<file path="src/shared/eddf_pkg.sv">
// Constants and types for the descriptor field engine
package eddf_pkg;
	localparam int ADR_W = 8;
	localparam int FL_W  = 14;
	localparam int SZ_W  = 13;

	// ----------------------------------------
	// Register offsets
	// ----------------------------------------
	localparam logic [ADR_W-1:0] OFS_TX_BUF1 = 8'h00;
	localparam logic [ADR_W-1:0] OFS_TX_NEXT = 8'h04;
	localparam logic [ADR_W-1:0] OFS_TX_CTRL = 8'h08;
	localparam logic [ADR_W-1:0] OFS_TX_STLO = 8'h0c;
	localparam logic [ADR_W-1:0] OFS_TX_STHI = 8'h10;
	localparam logic [ADR_W-1:0] OFS_TX_STAT = 8'h14;
	localparam logic [ADR_W-1:0] OFS_RX_STAT = 8'h18;
	localparam logic [ADR_W-1:0] OFS_RX_CTRL = 8'h1c;

	// ----------------------------------------
	// Field positions
	// ----------------------------------------
	localparam int TXC_SZ_MSB = 12;
	localparam int TXC_LAST   = 13;
	localparam int TXC_GO     = 14;
	localparam int TXS_VALID  = 0;
	localparam int TXS_BUSY   = 1;
	localparam int RXC_CAP_MSB = 13;
	localparam int RXC_CSUM   = 16;
	localparam int RXC_NXOWN  = 17;
	localparam int RS_OWN   = 31;
	localparam int RS_DAF   = 30;
	localparam int RS_FL_MSB = 29;
	localparam int RS_FL_LSB = 16;
	localparam int RS_ES    = 15;
	localparam int RS_NNB   = 14;
	localparam int RS_SAF   = 13;
	localparam int RS_LEN   = 12;
	localparam int RS_OVF   = 11;
	localparam int RS_VLAN  = 10;
	localparam int RS_FIRST = 9;
	localparam int RS_LAST  = 8;
	localparam int RS_GIANT = 7;
	localparam int RS_LCOL  = 6;
	localparam int RS_FTYPE = 5;
	localparam int RS_WDOG  = 4;
	localparam int RS_RXERR = 3;
	localparam int RS_CRC   = 1;

	localparam logic [31:0]     ZERO_W     = 32'h0000_0000;
	localparam logic [FL_W-1:0] CSUM_EXTRA = 14'h0002;
	localparam logic [FL_W-1:0] ONE_BYTE   = 14'h0001;

	typedef struct packed {
		logic crc;
		logic rx_err;
		logic wdog;
		logic late_col;
		logic giant;
		logic ip_err;
		logic overflow;
		logic da_fail;
		logic sa_fail;
		logic len_bad;
		logic eth_type;
		logic vlan;
		logic ctrl_frame;
	} eddf_rx_info_t;

	typedef struct packed {
		logic [31:0] hi;
		logic [31:0] lo;
	} eddf_stamp_t;

	typedef enum logic [2:0] {
		RX_IDLE = 3'h1,
		RX_FILL = 3'h2,
		RX_DROP = 3'h4
	} eddf_rx_state_t;
endpackage

</file>
<file path="src/eddf_core.sv">
// Descriptor field engine: tx pointer/stamp handling, rx status word
// ----------------------------------------
// ----------------------------------------
//
// The register offsets and the Wishbone register port were left to the implementer.
`timescale 1ns/1ns
module eddf_core (
	input  wire logic                      i_clk,
	input  wire logic                      i_rstn,
	input  wire logic                      i_wb_cyc,
	input  wire logic                      i_wb_stb,
	input  wire logic                      i_wb_we,
	input  wire logic [eddf_pkg::ADR_W-1:0] i_wb_adr,
	input  wire logic [3:0]                i_wb_sel,
	input  wire logic [31:0]               i_wb_dat,
	output logic      [31:0]               o_wb_dat,
	output logic                           o_wb_ack,
	output logic      [31:0]               o_fetch_addr,
	output logic                           o_fetch_data,
	output logic                           o_fetch_desc,
	input  wire logic                      i_tx_done,
	input  wire eddf_pkg::eddf_stamp_t     i_tx_stamp,
	input  wire logic                      i_tx_stamp_ok,
	input  wire logic                      i_rx_sof,
	input  wire logic                      i_rx_byte,
	input  wire logic                      i_rx_eof,
	input  wire eddf_pkg::eddf_rx_info_t   i_rx_info,
	output logic      [31:0]               o_rx_wbk_word,
	output logic                           o_rx_wbk_vld,
	output logic                           o_rx_own
);
	// ----------------------------------------
	// Helpers
	// ----------------------------------------
	function automatic logic [31:0] wb_merge(input logic [31:0] old_v,
		input logic [31:0] new_v, input logic [3:0] sel);
		logic [31:0] r;
		r = old_v;
		for (int b = 0; b < 4; b++) begin
			if (sel[b]) begin
				r[8*b +: 8] = new_v[8*b +: 8];
			end
		end
		return r;
	endfunction

	function automatic logic err_any(input eddf_pkg::eddf_rx_info_t f,
		input logic nnb);
		return f.crc | f.rx_err | f.wdog | f.late_col | f.giant
			| f.ip_err | f.overflow | nnb;
	endfunction

	// ----------------------------------------
	// Wishbone slave
	// ----------------------------------------
	logic [31:0] tx_buf1_ff, tx_next_ff, tx_ctrl_ff, stlo_ff, sthi_ff;
	logic [31:0] rx_stat_ff, rx_ctrl_ff;
	logic        busy_ff, valid_ff;
	logic        ack_ff;
	logic [31:0] rdat_ff;

	wire req    = i_wb_cyc & i_wb_stb;
	wire wr_en  = req & i_wb_we & ack_ff;
	wire hit_b1 = i_wb_adr == eddf_pkg::OFS_TX_BUF1;
	wire hit_nx = i_wb_adr == eddf_pkg::OFS_TX_NEXT;
	wire hit_tc = i_wb_adr == eddf_pkg::OFS_TX_CTRL;
	wire hit_rs = i_wb_adr == eddf_pkg::OFS_RX_STAT;
	wire hit_rc = i_wb_adr == eddf_pkg::OFS_RX_CTRL;
	wire [31:0] tx_stat_w = {30'h0, busy_ff, valid_ff};

	logic [31:0] rd_mux;
	always_comb begin
		unique case (i_wb_adr)
			eddf_pkg::OFS_TX_BUF1: rd_mux = tx_buf1_ff;
			eddf_pkg::OFS_TX_NEXT: rd_mux = tx_next_ff;
			eddf_pkg::OFS_TX_CTRL: rd_mux = tx_ctrl_ff;
			eddf_pkg::OFS_TX_STLO: rd_mux = stlo_ff;
			eddf_pkg::OFS_TX_STHI: rd_mux = sthi_ff;
			eddf_pkg::OFS_TX_STAT: rd_mux = tx_stat_w;
			eddf_pkg::OFS_RX_STAT: rd_mux = rx_stat_ff;
			eddf_pkg::OFS_RX_CTRL: rd_mux = rx_ctrl_ff;
			default:               rd_mux = eddf_pkg::ZERO_W;
		endcase
	end

	always_ff @(posedge i_clk or negedge i_rstn) begin
		if (!i_rstn) begin
			ack_ff  <= 1'b0;
			rdat_ff <= eddf_pkg::ZERO_W;
		end else begin
			ack_ff  <= req & ~ack_ff;
			rdat_ff <= rd_mux;
		end
	end
	assign o_wb_ack = ack_ff;
	assign o_wb_dat = rdat_ff;

	// ----------------------------------------
	// Transmit side
	// ----------------------------------------
	wire [31:0] tc_new = wb_merge(tx_ctrl_ff, i_wb_dat, i_wb_sel);
	wire go        = wr_en & hit_tc & tc_new[eddf_pkg::TXC_GO];
	wire size_zero = tc_new[eddf_pkg::TXC_SZ_MSB:0] == '0;
	wire tx_last   = tx_ctrl_ff[eddf_pkg::TXC_LAST];
	wire tx_end    = i_tx_done & busy_ff;
	wire stamp_ok  = tx_end & tx_last & i_tx_stamp_ok;

	always_ff @(posedge i_clk or negedge i_rstn) begin
		if (!i_rstn) begin
			tx_buf1_ff   <= eddf_pkg::ZERO_W;
			tx_next_ff   <= eddf_pkg::ZERO_W;
			tx_ctrl_ff   <= eddf_pkg::ZERO_W;
			rx_ctrl_ff   <= eddf_pkg::ZERO_W;
			stlo_ff      <= eddf_pkg::ZERO_W;
			sthi_ff      <= eddf_pkg::ZERO_W;
			busy_ff      <= 1'b0;
			valid_ff     <= 1'b0;
			o_fetch_addr <= eddf_pkg::ZERO_W;
			o_fetch_data <= 1'b0;
			o_fetch_desc <= 1'b0;
		end else begin
			o_fetch_data <= 1'b0;
			o_fetch_desc <= 1'b0;
			if (wr_en & hit_b1) begin
				tx_buf1_ff <= wb_merge(tx_buf1_ff, i_wb_dat, i_wb_sel);
			end
			if (wr_en & hit_nx) begin
				tx_next_ff <= wb_merge(tx_next_ff, i_wb_dat, i_wb_sel);
			end
			if (wr_en & hit_rc) begin
				rx_ctrl_ff <= wb_merge(rx_ctrl_ff, i_wb_dat, i_wb_sel);
			end
			// Go bit self-clears so a later write that leaves byte 1 unselected never restarts a transfer
			if (wr_en & hit_tc) begin
				tx_ctrl_ff <= tc_new & ~(32'h1 << eddf_pkg::TXC_GO);
			end
			if (go & ~busy_ff) begin
				busy_ff  <= 1'b1;
				valid_ff <= 1'b0;
				if (size_zero) begin
					o_fetch_addr <= tx_next_ff;
					o_fetch_desc <= 1'b1;
				end else begin
					o_fetch_addr <= tx_buf1_ff;
					o_fetch_data <= 1'b1;
				end
			end else if (tx_end) begin
				busy_ff <= 1'b0;
				if (stamp_ok) begin
					stlo_ff  <= i_tx_stamp.lo;
					sthi_ff  <= i_tx_stamp.hi;
					valid_ff <= 1'b1;
				end
				if (!tx_last) begin
					o_fetch_addr <= tx_next_ff;
					o_fetch_desc <= 1'b1;
				end
			end
		end
	end

	// ----------------------------------------
	// Receive status word
	// ----------------------------------------
	eddf_pkg::eddf_rx_state_t state_ff, nxt_state;
	logic [eddf_pkg::FL_W-1:0] cnt_ff, nxt_cnt, len_ff, nxt_len;
	logic        first_ff, nxt_first;
	logic [31:0] nxt_stat, nxt_wbk_w, wbk_w_ff;
	logic        nxt_wbk_v, wbk_v_ff;

	wire own      = rx_stat_ff[eddf_pkg::RS_OWN];
	wire [eddf_pkg::FL_W-1:0] cap = rx_ctrl_ff[eddf_pkg::RXC_CAP_MSB:0];
	wire buf_full = cnt_ff == cap;
	wire nx_own   = rx_ctrl_ff[eddf_pkg::RXC_NXOWN];
	wire add_two  = rx_ctrl_ff[eddf_pkg::RXC_CSUM] & ~i_rx_info.ctrl_frame;
	wire [eddf_pkg::FL_W-1:0] fin_len = len_ff + (add_two ? eddf_pkg::CSUM_EXTRA
		: '0);
	// Host writes land only when the engine leaves the word alone
	wire sw_rs    = wr_en & hit_rs;
	wire [31:0] sw_stat = wb_merge(rx_stat_ff, i_wb_dat, i_wb_sel);

	logic [31:0] eof_w, trunc_w, full_w;
	always_comb begin
		eof_w = rx_stat_ff;
		eof_w[eddf_pkg::RS_OWN]   = 1'b0;
		eof_w[eddf_pkg::RS_LAST]  = 1'b1;
		eof_w[eddf_pkg::RS_FL_MSB:eddf_pkg::RS_FL_LSB] = fin_len;
		eof_w[eddf_pkg::RS_DAF]   = i_rx_info.da_fail;
		eof_w[eddf_pkg::RS_SAF]   = i_rx_info.sa_fail;
		eof_w[eddf_pkg::RS_LEN]   = i_rx_info.len_bad & ~i_rx_info.eth_type;
		eof_w[eddf_pkg::RS_OVF]   = i_rx_info.overflow;
		eof_w[eddf_pkg::RS_VLAN]  = i_rx_info.vlan;
		eof_w[eddf_pkg::RS_GIANT] = i_rx_info.giant;
		eof_w[eddf_pkg::RS_LCOL]  = i_rx_info.late_col;
		eof_w[eddf_pkg::RS_FTYPE] = i_rx_info.eth_type;
		eof_w[eddf_pkg::RS_WDOG]  = i_rx_info.wdog;
		eof_w[eddf_pkg::RS_RXERR] = i_rx_info.rx_err;
		eof_w[eddf_pkg::RS_CRC]   = i_rx_info.crc;
		eof_w[eddf_pkg::RS_ES]    = err_any(i_rx_info, 1'b0);
		trunc_w = rx_stat_ff;
		trunc_w[eddf_pkg::RS_OWN]  = 1'b0;
		trunc_w[eddf_pkg::RS_LAST] = 1'b1;
		trunc_w[eddf_pkg::RS_NNB]  = 1'b1;
		trunc_w[eddf_pkg::RS_FL_MSB:eddf_pkg::RS_FL_LSB] = len_ff;
		trunc_w[eddf_pkg::RS_ES]   = err_any(i_rx_info, 1'b1);
		full_w = rx_stat_ff;
		full_w[eddf_pkg::RS_OWN]   = 1'b0;
	end

	always_comb begin
		nxt_state = state_ff;
		nxt_cnt   = cnt_ff;
		nxt_len   = len_ff;
		nxt_first = first_ff;
		nxt_stat  = sw_rs ? sw_stat : rx_stat_ff;
		nxt_wbk_v = 1'b0;
		nxt_wbk_w = wbk_w_ff;
		unique case (state_ff)
			eddf_pkg::RX_IDLE: begin
				if (i_rx_sof) begin
					nxt_cnt   = '0;
					nxt_len   = '0;
					nxt_first = 1'b1;
					nxt_state = own ? eddf_pkg::RX_FILL : eddf_pkg::RX_DROP;
				end
			end
			eddf_pkg::RX_FILL: begin
				if (i_rx_eof) begin
					nxt_stat  = eof_w;
					nxt_wbk_w = eof_w;
					nxt_wbk_v = 1'b1;
					nxt_state = eddf_pkg::RX_IDLE;
				end else if (i_rx_byte & ~own) begin
					nxt_state = eddf_pkg::RX_DROP;
				end else if (i_rx_byte & buf_full & ~nx_own) begin
					nxt_stat  = trunc_w;
					nxt_wbk_w = trunc_w;
					nxt_wbk_v = 1'b1;
					nxt_state = eddf_pkg::RX_DROP;
				end else if (i_rx_byte) begin
					// Full buffer: release it, continue in next descriptor
					if (buf_full) begin
						nxt_wbk_w = full_w;
						nxt_wbk_v = 1'b1;
						nxt_stat  = 32'h1 << eddf_pkg::RS_OWN;
					end
					// Zero capacity never stores, so the start moves on
					nxt_stat[eddf_pkg::RS_FIRST] = nxt_stat[eddf_pkg::RS_FIRST] | first_ff;
					nxt_first = 1'b0;
					nxt_cnt   = (buf_full ? '0 : cnt_ff) + eddf_pkg::ONE_BYTE;
					nxt_len   = len_ff + eddf_pkg::ONE_BYTE;
				end
			end
			eddf_pkg::RX_DROP: begin
				if (i_rx_eof) begin
					nxt_state = eddf_pkg::RX_IDLE;
				end
			end
		endcase
	end

	always_ff @(posedge i_clk or negedge i_rstn) begin
		if (!i_rstn) begin
			state_ff   <= eddf_pkg::RX_IDLE;
			cnt_ff     <= '0;
			len_ff     <= '0;
			first_ff   <= 1'b0;
			rx_stat_ff <= eddf_pkg::ZERO_W;
			wbk_w_ff   <= eddf_pkg::ZERO_W;
			wbk_v_ff   <= 1'b0;
		end else begin
			state_ff   <= nxt_state;
			cnt_ff     <= nxt_cnt;
			len_ff     <= nxt_len;
			first_ff   <= nxt_first;
			rx_stat_ff <= nxt_stat;
			wbk_w_ff   <= nxt_wbk_w;
			wbk_v_ff   <= nxt_wbk_v;
		end
	end
	assign o_rx_wbk_word = wbk_w_ff;
	assign o_rx_wbk_vld  = wbk_v_ff;
	assign o_rx_own      = rx_stat_ff[eddf_pkg::RS_OWN];

	// ----------------------------------------
	// Assertions
	// ----------------------------------------
	a_ack_single: assert property (@(posedge i_clk) disable iff (!i_rstn)
		req & ~o_wb_ack |=> o_wb_ack ##1 !o_wb_ack)
		else $error("ack not a single cycle after request");
	a_zero_skip: assert property (@(posedge i_clk) disable iff (!i_rstn)
		go & ~busy_ff & size_zero |=> o_fetch_desc && !o_fetch_data
			&& o_fetch_addr == $past(tx_next_ff))
		else $error("zero size buffer not skipped");
	a_buf_fetch: assert property (@(posedge i_clk) disable iff (!i_rstn)
		go & ~busy_ff & ~size_zero |=> o_fetch_data
			&& o_fetch_addr == $past(tx_buf1_ff))
		else $error("buffer fetch address wrong");
	a_stamp_low: assert property (@(posedge i_clk) disable iff (!i_rstn)
		stamp_ok |=> stlo_ff == $past(i_tx_stamp.lo) && valid_ff)
		else $error("low stamp not captured");
	a_stamp_high: assert property (@(posedge i_clk) disable iff (!i_rstn)
		stamp_ok |=> sthi_ff == $past(i_tx_stamp.hi))
		else $error("high stamp not captured");
	a_stamp_gate: assert property (@(posedge i_clk) disable iff (!i_rstn)
		$rose(valid_ff) |-> $past(tx_last) && $past(i_tx_stamp_ok))
		else $error("stamp valid without last and flag");
	a_own_release: assert property (@(posedge i_clk) disable iff (!i_rstn)
		o_rx_wbk_vld |-> !o_rx_wbk_word[eddf_pkg::RS_OWN])
		else $error("released word still owned");
	a_err_sum: assert property (@(posedge i_clk) disable iff (!i_rstn)
		o_rx_wbk_vld && o_rx_wbk_word[eddf_pkg::RS_LAST]
			&& (o_rx_wbk_word[eddf_pkg::RS_CRC] | o_rx_wbk_word[eddf_pkg::RS_RXERR]
			| o_rx_wbk_word[eddf_pkg::RS_WDOG] | o_rx_wbk_word[eddf_pkg::RS_LCOL]
			| o_rx_wbk_word[eddf_pkg::RS_GIANT] | o_rx_wbk_word[eddf_pkg::RS_OVF]
			| o_rx_wbk_word[eddf_pkg::RS_NNB]) |-> o_rx_wbk_word[eddf_pkg::RS_ES])
		else $error("error summary missing");
	a_trunc_mark: assert property (@(posedge i_clk) disable iff (!i_rstn)
		state_ff == eddf_pkg::RX_FILL && !i_rx_eof && i_rx_byte && own && buf_full
			&& !nx_own |=> o_rx_wbk_vld && o_rx_wbk_word[eddf_pkg::RS_NNB]
			&& state_ff == eddf_pkg::RX_DROP)
		else $error("truncation not reported");
	a_len_extra: assert property (@(posedge i_clk) disable iff (!i_rstn)
		state_ff == eddf_pkg::RX_FILL && i_rx_eof && add_two |=> o_rx_wbk_word[
			eddf_pkg::RS_FL_MSB:eddf_pkg::RS_FL_LSB] == $past(len_ff) + eddf_pkg::CSUM_EXTRA)
		else $error("checksum bytes not counted");
	a_frame_len: assert property (@(posedge i_clk) disable iff (!i_rstn)
		state_ff == eddf_pkg::RX_FILL && i_rx_eof && !add_two |=> o_rx_wbk_word[
			eddf_pkg::RS_FL_MSB:eddf_pkg::RS_FL_LSB] == $past(len_ff))
		else $error("frame length wrong");
	a_next_fetch: assert property (@(posedge i_clk) disable iff (!i_rstn)
		tx_end && !tx_last |=> o_fetch_desc && o_fetch_addr == $past(tx_next_ff))
		else $error("chained descriptor not fetched");
	a_own_fresh: assert property (@(posedge i_clk) disable iff (!i_rstn)
		state_ff == eddf_pkg::RX_FILL && !i_rx_eof && i_rx_byte && own && buf_full
			&& nx_own |=> o_rx_own && o_rx_wbk_vld && !o_rx_wbk_word[eddf_pkg::RS_LAST])
		else $error("next descriptor not taken over");
	a_dest_fail: assert property (@(posedge i_clk) disable iff (!i_rstn)
		state_ff == eddf_pkg::RX_FILL && i_rx_eof
			|=> o_rx_wbk_word[eddf_pkg::RS_DAF] == $past(i_rx_info.da_fail))
		else $error("destination filter flag wrong");
	a_src_fail: assert property (@(posedge i_clk) disable iff (!i_rstn)
		state_ff == eddf_pkg::RX_FILL && i_rx_eof
			|=> o_rx_wbk_word[eddf_pkg::RS_SAF] == $past(i_rx_info.sa_fail))
		else $error("source filter flag wrong");
	a_ovf_flag: assert property (@(posedge i_clk) disable iff (!i_rstn)
		state_ff == eddf_pkg::RX_FILL && i_rx_eof
			|=> o_rx_wbk_word[eddf_pkg::RS_OVF] == $past(i_rx_info.overflow))
		else $error("overflow flag wrong");
	a_vlan_flag: assert property (@(posedge i_clk) disable iff (!i_rstn)
		state_ff == eddf_pkg::RX_FILL && i_rx_eof
			|=> o_rx_wbk_word[eddf_pkg::RS_VLAN] == $past(i_rx_info.vlan))
		else $error("vlan flag wrong");
	a_size_gate: assert property (@(posedge i_clk) disable iff (!i_rstn)
		state_ff == eddf_pkg::RX_FILL && i_rx_eof && i_rx_info.eth_type
			|=> !o_rx_wbk_word[eddf_pkg::RS_LEN])
		else $error("size mismatch shown for typed frame");
	a_last_mark: assert property (@(posedge i_clk) disable iff (!i_rstn)
		state_ff == eddf_pkg::RX_FILL && i_rx_eof
			|=> o_rx_wbk_vld && o_rx_wbk_word[eddf_pkg::RS_LAST])
		else $error("last buffer mark missing");
	a_first_mark: assert property (@(posedge i_clk) disable iff (!i_rstn)
		state_ff == eddf_pkg::RX_FILL && !i_rx_eof && i_rx_byte && own && !buf_full
			&& !sw_rs && (first_ff || rx_stat_ff[eddf_pkg::RS_FIRST])
			|=> rx_stat_ff[eddf_pkg::RS_FIRST])
		else $error("first buffer mark lost");
endmodule
</file>
<file path="config.mk">
export PLATFORM = sky130hd
export DESIGN_NAME = eddf_core
export DESIGN_NICKNAME = d
export VERILOG_FILES = /design/src/shared/eddf_pkg.sv /design/src/eddf_core.sv
export SDC_FILE = /design/constraint.sdc
export NUM_CORES = 1
export LEC_CHECK = 0
export ABC_CLOCK_PERIOD_IN_PS = 6000
export BUFFER_PORTS_ARGS = -buffer_cell sky130_fd_sc_hd__buf_2
export CORE_MARGIN = 5
export CORE_UTILIZATION = 50
export DETAILED_ROUTE_END_ITERATION = 10
export PLACE_DENSITY = 0.77
export SLEW_MARGIN = 10
export SYNTH_ARGS = -nofsm -noshare
export SYNTH_HDL_FRONTEND = slang
export SYNTH_SLANG_ARGS = --single-unit
</file>
<file path="constraint.sdc">
create_clock -name i_clk -period 6 [get_ports i_clk]
set_input_delay 0.9 -clock i_clk [delete_from_list [all_inputs] [get_ports i_clk]]
set_output_delay 0.9 -clock i_clk [all_outputs]
set_load 0.005 [all_outputs]
</file>
==> results.md <==
- Status: complete, no violations
- CP Capture Type: register
- Final Hold Viols: 0
- Share of layout cells above drive strength 1: 32.4%
- Unique cell type count in the Yosys netlist: 65
- Top cell type's share of synthesized area: roughly 55%
- Gr ovfl total: 0
- Ys async rst share: 100%
- Setup repair bufs after CTS: 0
- Pwr dens: a little over 300 nW/µm²
- List of most frequent post-synthesis cells: dfrtp_1, mux2_2, nand2_1, a22oi_1, clkbuf_1
- R2R depth: 6
- Area contributors post-synth: dfrtp_1, mux2_2, a22oi_1, nand2_1, a222oi_1
- Clock Pin Slew Worst Setup and Hold Paths: 0.06 ns
- Initial Utilization: 50.8%
- Wirelength per Cell: 24.0 µm
- Crit path to: rx_stat_ff[11]
- Yosys top cell by area: dfrtp_1
- Global-route wire length before repair: 75500 µm
- Vias in the first global route: around 13000
- Final layout net count: 1738
- Via-to-Cell Ratio: 6.29
- DIE AREA: approximately 36000 µm²
- Clk pwr share: between 40% and 50%
- Final wirelength: between 40000 and 50000 µm
- Final HPWL DP: 34500 µm
- CTS resizes: 0
- Flops & latches, synth: between 300 and 400
- Sequential area share after synthesis: 55.5%
- Required @ worst endpoint: ~6.4 ns
- Vias: between 10000 and 15000
- CTS root buffer: clkbuf_16
- TritonCTS clock tree: built
- Final period utilization: 55.6%
- Net Count, Synth: 1536
- Clock Tree Buf Depth: 3
- Setup TNS: 0 ns
- Max frequency: 0.300 GHz
- Net Switching: roughly 1.6 mW
- Core area: 31600 µm²
- Tot GR Track Use: 26.8%
- Gpl congestion: 0.887
- Net Sw Frac: a little over a quarter
- Largest net degree at the start of global routing: about 140
- VDD IR-drop max: 0.215 mV
- Initial antenna violation count: 1
- Slew @ Worst Pin: between 1 and 1.5 ns
- Layout fillers: 2517
- CTS Sinks: 356
- MaxCap Viol Count: 0
- Row cnt: 65
- Top-count cell post-synth: dfrtp_1
- Slew margin rel.: 16.2%
- Worst-Skew Late Latency: 0.54 ns
- Final setup vio count: 0
- Post-synth EDFFs: 0
- DRC: 0
- Sequential cell fraction of total power: 48.1%
- Initial DRC Count: about 1800
- Reg2Reg Setup Slack: 2.81 ns
- Crit path launch: i_rx_eof
- Unrepaired setup endpoints after global routing: no
- Synthesized area: 16100 µm²
- Buffers on Ports: 230
- Syn avg cell area: 11.5 µm²
- Width of the chip: ~190 µm
- Hold buffers post-CTS: 0
- Minimum clock period: 3.34 ns
- CTS Buf Count: 39
- Top_reg_cell synth: dfrtp_1
- Origin of the critical flop-to-flop path: cnt_ff[6]
- Critical path class: input pin to register
- Synth Warn #: 0
- Type of origin of the critical path: input pin
- Hold Slack: 0.378 ns
- Int Power: 4.24 mW
- Combinational power share: 10.8%
- Cells after Synth: 1401
- Pleak: between 9 and 10 nW
- Post-DRT Antenna Nets: 0
- Worst min-delay path category: input pin to async pin
- Die Y: 189 µm
- Register area: 8910 µm²
- Io pins: 232
- Clock skew: 0.0217 ns
- Area Overhead vs Synth: 17.6%
- CTS H-tree lvls: 2
- TritonRoute pass-1 iters: 7
- Area of the multi-input gates: a little under 7000 µm²
- Crit path max fanout: 43
- Worst Path Arrival: ~3.7 ns
- Slew Viols, Final: 0
- Reg2reg end: rx_stat_ff[1]
worst max-delay path: stages:
cell and delay (ns):
buf_2 0.62, inv_1 0.41, nor2_1 0.67, a31oi_4 0.05, inv_2 0.14, buf_4 0.38, nor2_1 0.18, a221o_1 0.37
power by group through the flow:
stage / combinational, mW / sequential [mW] / clock, mW
after detailed placement: 0.627 / 2.83 / 0
final: 0.628 / 2.80 / 2.39
after global placement: 0.611 / 2.82 / 0
after CTS: 0.632 / 2.79 / 2.41
after floorplan: 0.344 / 2.72 / 0
after global routing: 0.706 / 2.81 / 2.51
routing by layer:
layer	routed length [µm]	share of wire [%]	vias to the layer above	track usage [%]
met4	1650	3.4	0	9.52
met5	0	0	-	0
met3	5110	10	98	6.82
met2	21900	45	710	39.8
met1	20200	41	6404	38.4
li1	-	-	5586	-
how the worst min path moves through the flow:
stage | startpoint | end | slack, ns
finish | i_rstn | o_rx_wbk_word[3] | 0.38
global route | i_rstn | o_rx_wbk_word[3] | 0.46
CTS | i_rstn | o_rx_wbk_word[3] | 0.43
detailed placement | o_wb_ack | o_wb_ack | 0.43
global placement | o_wb_ack | o_wb_ack | 0.42
floorplan | o_wb_ack | o_wb_ack | 0.44
kinds of logic (layout without fill, tap and decap cells):
group	after synthesis	count (layout)	synth area share, %
compound gates	290	290	12.9
simple gates	396	396	11.8
xor+xnor	31	31	1.69
other cells	1	2	0.0233
mux	219	219	15.2
fa+ha+maj	4	4	0.312
flops	356	356	55.5
buf+inv	104	335	2.60
sequential cells by signal, indices dropped and copies added, names as in the netlist:
name and flops:
o_wb_ack 1, stlo_ff 32, o_rx_wbk_word 31, rx_ctrl_ff 32, o_wb_dat 32, first_ff 1, len_ff 14, tx_next_ff 32
o_fetch_addr 32, state_ff 3, o_rx_wbk_vld 1, o_fetch_data 1, cnt_ff 14, rx_stat_ff 32, o_fetch_desc 1, sthi_ff 32
busy_ff 1, tx_buf1_ff 32, tx_ctrl_ff 31, valid_ff 1
cell usage in the layout (no fill, tap or decap), types with 5 or more instances in the layout:
cell,instances
xnor2_1,9
inv_1,12
and4_1,6
and3_1,18
a21o_1,5
clkbuf_8,6
a21oi_1,33
clkbuf_1,8
and2_1,12
buf_4,20
clkinv_2,5
o21ai_0,52
nor2b_1,5
nand2b_1,6
mux2_2,194
nor2_1,56
buf_2,229
dfrtp_1,355
nor4_1,10
nor3_1,11
a222oi_1,35
o31ai_1,6
nand4_1,11
a221o_1,10
or4_1,5
mux2i_1,25
nand3_1,56
clkbuf_16,40
xor2_1,22
nand2_1,170
a22oi_1,101
a31oi_1,14
per-stage QoR:
| stage | cells | total power, mW | worst slack [ns] | cell area (µm²) | utilization (%) |
|---|---|---|---|---|---|
| CTS | 2034 | 5.82 | 2.67 | 18900 | 59.7 |
| floorplan | 1401 | 3.07 | 3.11 | 16100 | - |
| global route | 2035 | 6.03 | 2.46 | 18900 | 59.7 |
| detailed placement | 1964 | 3.45 | 2.14 | 17600 | 55.7 |
| finish | 2035 | 5.81 | 2.66 | 18900 | 59.7 |
| global placement | 1964 | 3.43 | 2.23 | 17600 | 55.7 |
area by class of cell:
cell class	count	area share, %
Clock inverter	16	0.894
Tap cell	402	2.66
Multi-Input combinational cell	941	36.0
Antenna cell	1	0.0132
Inverter	13	0.258
Timing Repair Buffer	252	7.15
Clock buffer	54	5.89
Sequential cell	356	47.2
Power figures use the tool's default switching activity.
